===== src/pkg/aux_pin_port_map.vh =====
`ifndef AUX_PIN_PORT_MAP_VH
`define AUX_PIN_PORT_MAP_VH

// register offsets
`define PIN_PORT_CONTROL_OFFSET   8'h1e
`define PIN_DRIVE_LEVELS_OFFSET   8'h1f
`define PIN_SAMPLED_LEVELS_OFFSET 8'h20

// reset values and unmapped read value
`define PIN_PORT_CONTROL_RESET    8'h00
`define PIN_DRIVE_LEVELS_RESET    8'h00
`define PIN_SAMPLED_LEVELS_RESET  8'h00
`define UNMAPPED_READ_VALUE       8'h00

// control register fields
`define PORT_GLOBAL_UNLOCK_BIT    7
`define PIN2_OPEN_DRAIN_BIT       6
`define PIN1_OPEN_DRAIN_BIT       5
`define PIN0_OPEN_DRAIN_BIT       4
`define PIN_DIRECTION_MSB         3
`define PIN_DIRECTION_LSB         0

// drive and sampled level fields
`define PIN_LEVEL_MSB             3
`define PIN_LEVEL_LSB             0

// start function pin
`define START_PIN_INDEX           3

`endif


===== src/rtl/aux_pin_port.v =====
`timescale 1ns/1ps
`include "aux_pin_port_map.vh"

// Behaviour
// - control bits 6 to 0 and drive levels change only while the global unlock bit is set; the unlock bit itself is always writable.
// - control bits 6, 5, 4 turn pins 2, 1, 0 from push-pull into open-drain outputs.
// - control bits 3 to 0 make pins 3 to 0 inputs when clear and outputs when set.
// - drive-level bits 3 to 0 set the pin levels, the upper four bits read as zero.
// - read-back bits 3 to 0 show the present pin levels and cannot be written.
// - after reset the control register is zero: all inputs, push-pull, locked.
// - with start enabled pin 3 is the start input, others outputs, drive levels not writable, read-back held.
module aux_pin_port #(
   parameter PIN_COUNT = 4
) (
   // clock, reset, enable
   input  wire                 clk_i,
   input  wire                 reset_n_i,
   input  wire                 ce_i,
   // register port from the serial control logic
   input  wire [7:0]           reg_addr_i,
   input  wire                 reg_wr_en_i,
   input  wire [7:0]           reg_wr_data_i,
   input  wire                 reg_rd_en_i,
   output reg  [7:0]           reg_rd_data_o,
   output reg                  reg_rd_valid_o,
   // start function
   input  wire                 start_enable_i,
   output wire                 start_level_o,
   // pins
   input  wire [PIN_COUNT-1:0] aux_pin_i,
   output wire [PIN_COUNT-1:0] aux_pin_o,
   output wire [PIN_COUNT-1:0] aux_pin_oe_o
);

   // register state
   reg  [7:0]           pin_port_control_reg;
   reg  [7:0]           pin_port_control_next;
   reg  [3:0]           pin_drive_levels_reg;
   reg  [3:0]           pin_drive_levels_next;
   reg  [3:0]           pin_sampled_levels_reg;
   reg  [3:0]           pin_sampled_levels_next;
   reg  [7:0]           rd_data_next;

   // decoded fields
   wire                 port_global_unlock;
   wire [3:0]           pin_direction;
   wire [3:0]           pin_open_drain;
   wire [PIN_COUNT-1:0] pin_synced;
   reg  [3:0]           eff_direction;
   reg  [3:0]           pin_out_level;
   reg  [3:0]           pin_enable;
   integer              i;

   // write strobes and drive write value
   wire                 ctrl_wr_hit;
   wire                 drive_wr_hit;
   wire                 drive_wr_allowed;
   wire [3:0]           drive_wr_value;

   // reset values cut to the stored widths
   localparam [7:0]     CONTROL_RESET_FULL = `PIN_PORT_CONTROL_RESET;
   localparam [7:0]     DRIVE_RESET_FULL   = `PIN_DRIVE_LEVELS_RESET;
   localparam [7:0]     SAMPLED_RESET_FULL = `PIN_SAMPLED_LEVELS_RESET;

   // write strobe decode
   function hit;
      input [7:0] addr;
      input [7:0] offset;
      input       strobe;
      begin
         hit = strobe && (addr == offset);
      end
   endfunction

   // pad a four-bit pin field into a register byte
   function [7:0] pin_field_byte;
      input [3:0] field;
      begin
         pin_field_byte = {4'h0, field};
      end
   endfunction

   // output driver enable of one pin
   function stage_enable;
      input open_drain;
      input direction;
      input level;
      begin
         if (open_drain) begin
            stage_enable = direction & ~level;
         end else begin
            stage_enable = direction;
         end
      end
   endfunction

   // level presented by one pin driver
   function stage_level;
      input open_drain;
      input level;
      begin
         if (open_drain) begin
            stage_level = 1'b0;
         end else begin
            stage_level = level;
         end
      end
   endfunction

   assign port_global_unlock = pin_port_control_reg[`PORT_GLOBAL_UNLOCK_BIT];
   assign pin_direction = pin_port_control_reg[`PIN_DIRECTION_MSB:`PIN_DIRECTION_LSB];
   assign pin_open_drain = {1'b0,
                            pin_port_control_reg[`PIN2_OPEN_DRAIN_BIT],
                            pin_port_control_reg[`PIN1_OPEN_DRAIN_BIT],
                            pin_port_control_reg[`PIN0_OPEN_DRAIN_BIT]};

   // pin input synchroniser
   pin_sync2 #(
      .WIDTH (PIN_COUNT)
   ) u_pin_sync (
      .clk_i     (clk_i),
      .reset_n_i (reset_n_i),
      .ce_i      (ce_i),
      .async_i   (aux_pin_i),
      .sync_o    (pin_synced)
   );

   // write strobes
   assign ctrl_wr_hit      = hit(reg_addr_i, `PIN_PORT_CONTROL_OFFSET, reg_wr_en_i);
   assign drive_wr_hit     = hit(reg_addr_i, `PIN_DRIVE_LEVELS_OFFSET, reg_wr_en_i);
   assign drive_wr_allowed = drive_wr_hit && port_global_unlock
                             && !start_enable_i;
   assign drive_wr_value   = reg_wr_data_i[`PIN_LEVEL_MSB:`PIN_LEVEL_LSB];

   // control register next value
   always @* begin
      pin_port_control_next = pin_port_control_reg;
      if (ctrl_wr_hit) begin
         pin_port_control_next[`PORT_GLOBAL_UNLOCK_BIT] =
            reg_wr_data_i[`PORT_GLOBAL_UNLOCK_BIT];
         if (port_global_unlock) begin
            pin_port_control_next[6:0] = reg_wr_data_i[6:0];
         end
      end
   end

   // drive level next value
   always @* begin
      pin_drive_levels_next = pin_drive_levels_reg;
      if (drive_wr_allowed) begin
         pin_drive_levels_next = drive_wr_value;
      end
   end

   // read-back next value, held while start function owns the pins
   always @* begin
      pin_sampled_levels_next = pin_sampled_levels_reg;
      if (!start_enable_i) begin
         pin_sampled_levels_next = pin_synced[3:0];
      end
   end

   // read data mux
   always @* begin
      rd_data_next = `UNMAPPED_READ_VALUE;
      case (reg_addr_i)
         `PIN_PORT_CONTROL_OFFSET: begin
            rd_data_next = pin_port_control_reg;
         end
         `PIN_DRIVE_LEVELS_OFFSET: begin
            rd_data_next = pin_field_byte(pin_drive_levels_reg);
         end
         `PIN_SAMPLED_LEVELS_OFFSET: begin
            rd_data_next = pin_field_byte(pin_sampled_levels_reg);
         end
         default: begin
            rd_data_next = `UNMAPPED_READ_VALUE;
         end
      endcase
   end

   // register state
   always @(posedge clk_i or negedge reset_n_i) begin
      if (!reset_n_i) begin
         pin_port_control_reg   <= CONTROL_RESET_FULL;
         pin_drive_levels_reg   <= DRIVE_RESET_FULL[`PIN_LEVEL_MSB:`PIN_LEVEL_LSB];
         pin_sampled_levels_reg <= SAMPLED_RESET_FULL[`PIN_LEVEL_MSB:`PIN_LEVEL_LSB];
         reg_rd_data_o          <= 8'h00;
         reg_rd_valid_o         <= 1'b0;
      end else if (ce_i) begin
         pin_port_control_reg   <= pin_port_control_next;
         pin_drive_levels_reg   <= pin_drive_levels_next;
         pin_sampled_levels_reg <= pin_sampled_levels_next;
         reg_rd_valid_o         <= reg_rd_en_i;
         if (reg_rd_en_i) begin
            reg_rd_data_o <= rd_data_next;
         end
      end
   end

   // effective direction
   always @* begin
      eff_direction = pin_direction;
      if (start_enable_i) begin
         eff_direction = 4'hf;
         eff_direction[`START_PIN_INDEX] = 1'b0;
      end
   end

   // pin drive per pin
   always @* begin
      pin_out_level = 4'h0;
      pin_enable    = 4'h0;
      for (i = 0; i < 4; i = i + 1) begin
         pin_out_level[i] = stage_level(pin_open_drain[i], pin_drive_levels_reg[i]);
         pin_enable[i]    = stage_enable(pin_open_drain[i], eff_direction[i],
                                         pin_drive_levels_reg[i]);
      end
   end

   assign aux_pin_o     = pin_out_level;
   assign aux_pin_oe_o  = pin_enable;
   assign start_level_o = start_enable_i ? pin_synced[`START_PIN_INDEX] : 1'b1;

endmodule


===== src/rtl/pin_sync2.v =====
`timescale 1ns/1ps

// two-stage synchroniser, one per bit
module pin_sync2 #(
   parameter WIDTH = 4
) (
   // clock and reset
   input  wire             clk_i,
   input  wire             reset_n_i,
   input  wire             ce_i,
   // data
   input  wire [WIDTH-1:0] async_i,
   output wire [WIDTH-1:0] sync_o
);

   reg [WIDTH-1:0] stage1_reg;
   reg [WIDTH-1:0] stage2_reg;

   always @(posedge clk_i or negedge reset_n_i) begin
      if (!reset_n_i) begin
         stage1_reg <= {WIDTH{1'b0}};
         stage2_reg <= {WIDTH{1'b0}};
      end else if (ce_i) begin
         stage1_reg <= async_i;
         stage2_reg <= stage1_reg;
      end
   end

   assign sync_o = stage2_reg;

endmodule


===== config.mk =====
export PLATFORM = sky130hd
export DESIGN_NAME = aux_pin_port
export DESIGN_NICKNAME = d
export VERILOG_FILES = /design/src/rtl/aux_pin_port.v /design/src/rtl/pin_sync2.v
export VERILOG_INCLUDE_DIRS = /design/src /design/src/pkg
export SDC_FILE = /design/constraint.sdc
export NUM_CORES = 1
export LEC_CHECK = 0
export BUFFER_PORTS_ARGS = -buffer_cell sky130_fd_sc_hd__clkbuf_2
export CORE_UTILIZATION = 50
export CTS_CLUSTER_SIZE = 20
export DETAILED_ROUTE_END_ITERATION = 7
export GPL_TIMING_DRIVEN = 1
export PLACE_DENSITY = 0.78
export SYNTH_ARGS = -nofsm -noshare
export SYNTH_HDL_FRONTEND = slang
export SYNTH_SLANG_ARGS = --single-unit

===== constraint.sdc =====
create_clock -name clk_i -period 1.9 [get_ports clk_i]
set_input_delay 0.19 -clock clk_i [delete_from_list [all_inputs] [get_ports clk_i]]
set_output_delay 0.19 -clock clk_i [all_outputs]
set_load 0.1 [all_outputs]

# Yosys cells after proc, flatten, opt, wreduce, memory -nomap -nowiden

Index checks and enable logic that the tools add are counted.

Equality and inequality tests: 3
Multiplexer cells: 9
Bitwise gates (word level): 7
Reduce and logical (&&, ||, !) cells: 10

Operator list:

| operator                                                         | count |
|---|---|
| 8-bit one-hot mux with 3 select lines                            | 1 |
| 8-bit by 5-bit == test with 1-bit output (second input constant) | 2 |
| 8-bit by 6-bit == test with 1-bit output (second input constant) | 1 |
| 2-bit AND reduction                                              | 4 |
| 1-bit 2-to-1 mux                                                 | 7 |
| 1-bit logical AND                                                | 4 |
| 4-bit 2-to-1 mux                                                 | 1 |
| 1-bit NOT                                                        | 4 |
| 1-bit bitwise AND                                                | 3 |
| 3-bit AND reduction                                              | 1 |
| 1-bit zero test                                                  | 1 |

Register bits: 33
Output and inout port bits: 18

# Longest topological paths before layout

Depth after elaboration: 5
Gate-level depth with buffers: 5
Mapped depth without buffers: 3

# Cells and area by module

From an unflattened synthesis, not the netlist that was laid out.

Cell total of the unflattened synthesis: 115
Area total of the unflattened synthesis: 1516.5 um2

By module, submodules not included:

| module       | times used | cells each | area each (um2) | seq. area each (um2) |
|---|---|---|---|---|
| aux_pin_port | 1          | 98         | 1184.9          | 625.6 |
| pin_sync2    | 1          | 17         | 331.6           | 200.2 |

# Worst setup path before layout

No wires, ideal clock.

Kind: register -> output
From: register pin_port_control_reg[4]
To: output port aux_pin_oe_o[0]
Arrival: 1879 ps
Setup slack: -169 ps
Cell stages (with the launch flop): 2
Path through: dfrtp_1 a21oi_1

Word-level cells in the longest chain between the ends: 1

RTL lines:

| item                     | RTL line           | text |
|---|---|---|
| start: declaration       | aux_pin_port.v:36  | `reg [7:0] pin_port_control_reg;` |
| start signal: assignment | aux_pin_port.v:191 | `pin_port_control_reg <= pin_port_control_next;` |
| 1-bit 2-to-1 mux         | aux_pin_port.v:89  | `if (open_drain) begin` |
| end: declaration         | aux_pin_port.v:32  | `output wire [PIN_COUNT-1:0] aux_pin_oe_o` |

Every way passes these cells.

# Worst setup path after layout

Ends and elaborated chain as after synthesis.

==> results.json <==
{
  "worstRegToRegCells": 3,
  "rr_startpoint": "pin_port_control_reg[7]$_DFFE_PN0P_",
  "final_nets": 183,
  "rows": 19,
  "die_area_sq_um": 3160,
  "arrival_ns": 1.39,
  "slew_violations": 0,
  "ios": 44,
  "dp_hpwl_um": 2280,
  "power_w": 0.00135,
  "grt_overflow": 0,
  "syn_inst": 108,
  "hold_path_class": "in -> reg",
  "numCtsBuffers": 5,
  "ys_seq_area_frac": 0.562,
  "startpoint_type": "flip-flop",
  "leakage_nw": 0.929,
  "syn2layout_area_growth_pct": 22.9,
  "grt_use_total": 0.213,
  "final_area_sq_um": 1810,
  "syn_area_per_cell_sq_um": 13.6,
  "end_kind": "output port",
  "critPathKind": "reg -> out",
  "die_h_um": 56.2,
  "core_sq_um": 2780,
  "num-fill-cells": 234,
  "drt_iter0_drc": 19,
  "clk_latency_ns": 0.32,
  "cts_tree": "done",
  "synth_area_sq_um": 1470,
  "grt_pass1_vias": 1075,
  "max_freq_mhz": 632,
  "ys_seq_elements": 33,
  "grt_pass1_wl_um": 4930,
  "min_period_ns": 1.58,
  "initial_core_util": 0.529,
  "synth_edf_count": 0,
  "finalClockSkew_ns": 0.00586,
  "drtPass1Iterations": 4,
  "cap_violations": 0,
  "max-vdd-ir-drop_mv": 0.611,
  "drive_gt1_frac": 0.548,
  "dpl-instance-area_sq_um": 1740,
  "relSlewSlack": 0.470,
  "async_flop_share": 1.00,
  "antenna_found_initial": 0,
  "place_ws_ns": 0.00616,
  "utilization": 0.650,
  "die_w_um": 56.2,
  "clk_pin_slew_worst_paths_ns": 0.09,
  "ys_warn_count": 0,
  "diodes": 0,
  "fin_ws_ns": 0.319,
  "drc": 0,
  "rsz0062_at_grt": "no",
  "antenna_left": 0,
  "hold_viol_final": 0,
  "io_buffer_count": 43,
  "min_path_cells": 2,
  "holdPathEnd": "pin_port_control_reg[5]$_DFFE_PN0P_",
  "worstPathRequired_ns": 1.71,
  "place_congestion": 0.778,
  "num_vias": 1070,
  "post_cts_buffers": 0,
  "rrSetupSlack_ns": 0.43,
  "cts_sinks": 33,
  "drt-total-wl_um": 3000,
  "outcome": "completed",
  "power.density_nw_per_um2": 746,
  "drt-vias-per-instance": 5.69,
  "synth.distinct_cells": 28,
  "setup_viol": 0,
  "ys.flop_type": "dfrtp_1",
  "grt_max_degree": 34,
  "htreeDepth": 2,
  "post-route-period-util": 0.832,
  "synth_fp_nets": 134,
  "wire_per_inst_um": 16.0,
  "min_from": "reg_wr_data_i[5]",
  "tightestPinTransition_ns": 0.795,
  "clk_path_buf_depth": 2,
  "r2r_end": "pin_port_control_reg[6]$_DFFE_PN0P_",
  "critPathMaxFanout": 4,
  "ctsRootBufferMaster": "clkbuf_4"
}
## worst max path at each step
stage                                             start                                  end  slack [ns]  cells after the start
global placement                          reg_addr_i[5]  pin_port_control_reg[0]$_DFFE_PN0P_        0.02                      4
detailed placement                        reg_addr_i[5]  pin_port_control_reg[4]$_DFFE_PN0P_       0.006                      4
floorplan                                 reg_addr_i[5]  pin_port_control_reg[0]$_DFFE_PN0P_      -0.007                      5
finish              pin_port_control_reg[4]$_DFFE_PN0P_                      aux_pin_oe_o[0]        0.32                      2
global route        pin_port_control_reg[4]$_DFFE_PN0P_                      aux_pin_oe_o[0]        0.26                      2
CTS                 pin_port_control_reg[4]$_DFFE_PN0P_                      aux_pin_oe_o[0]        0.31                      2
## cell usage after synthesis, types with 2 or more instances
library cell / instances / area (sq um)
dfrtp_1: 33 / 826
mux2_2: 17 / 191
mux2_4: 7 / 105
nor2b_1: 5 / 31.3
a221o_1: 4 / 40.0
a22o_1: 4 / 35.0
mux2i_1: 4 / 40.0
nor4_1: 4 / 25.0
a21oi_1: 3 / 15.0
nand2_1: 3 / 11.3
nor2_1: 3 / 11.3
nor3_1: 3 / 15.0
clkbuf_1: 2 / 7.51
inv_1: 2 / 7.51
## cell usage in the layout (no fill, tap or decap), types with 4 or more instances in the layout
cell      count
mux2i_1       4
a221o_1       4
dfrtp_1      33
buf_4         4
a22o_1        4
mux2_2       17
mux2_4        7
clkbuf_4      5
clkbuf_2     43
nor4_1        4
## cells by family after synthesis
group | Yosys count | share of synthesized area
DFF | 33 | 0.562
muxes | 28 | 0.229
and+or+nand+nor | 27 | 0.116
AOI/OAI and AO/OA | 12 | 0.0647
buffers and inverters | 8 | 0.0289
## cell type report
type	count	area, sq um	area share
clock buffer	7	55.1	0.0305
inverter	2	7.51	0.00416
multi-input combinational	67	624	0.346
sequential	33	826	0.457
tap	31	38.8	0.0215
timing repair buffer	48	255	0.141
## critical path, cell delays in order (launching register included)
cell and delay (ns):
dfrtp_1 0.45, a21oi_2 0.15, clkbuf_2 0.46
## where the power goes
part           internal, W  leakage, nW  total (W)  switching (W)
Sequential        0.000747        0.432   0.000772      0.0000251
Clock             0.000175       0.0314   0.000384       0.000210
Combinational    0.0000728        0.465   0.000192       0.000120
## timing repair
item | CTS | global route
hold buffers | 1 | 0
endpoints found under the setup margin | 0 | 0
resized for setup | 0 | 0
endpoints found under the hold margin | 33 | 0
## metal layers
layer	GRT usage	wire (um)	up-vias
li1	-	-	497
met1	0.279	1320	530
met2	0.330	1490	36
met3	0.0488	137	7
met4	0.111	55	0
met5	0	0	-
## through the flow
step	hold slack [ns]	instances	TNS [ns]
after floorplan	-0.106	108	-0.0483
after global placement	0.297	180	0
after detailed placement	0.316	180	0
after CTS	0.0845	188	0
after global routing	0.0760	188	0
final	0.0924	188	0
Power figures use the tool's default switching activity.
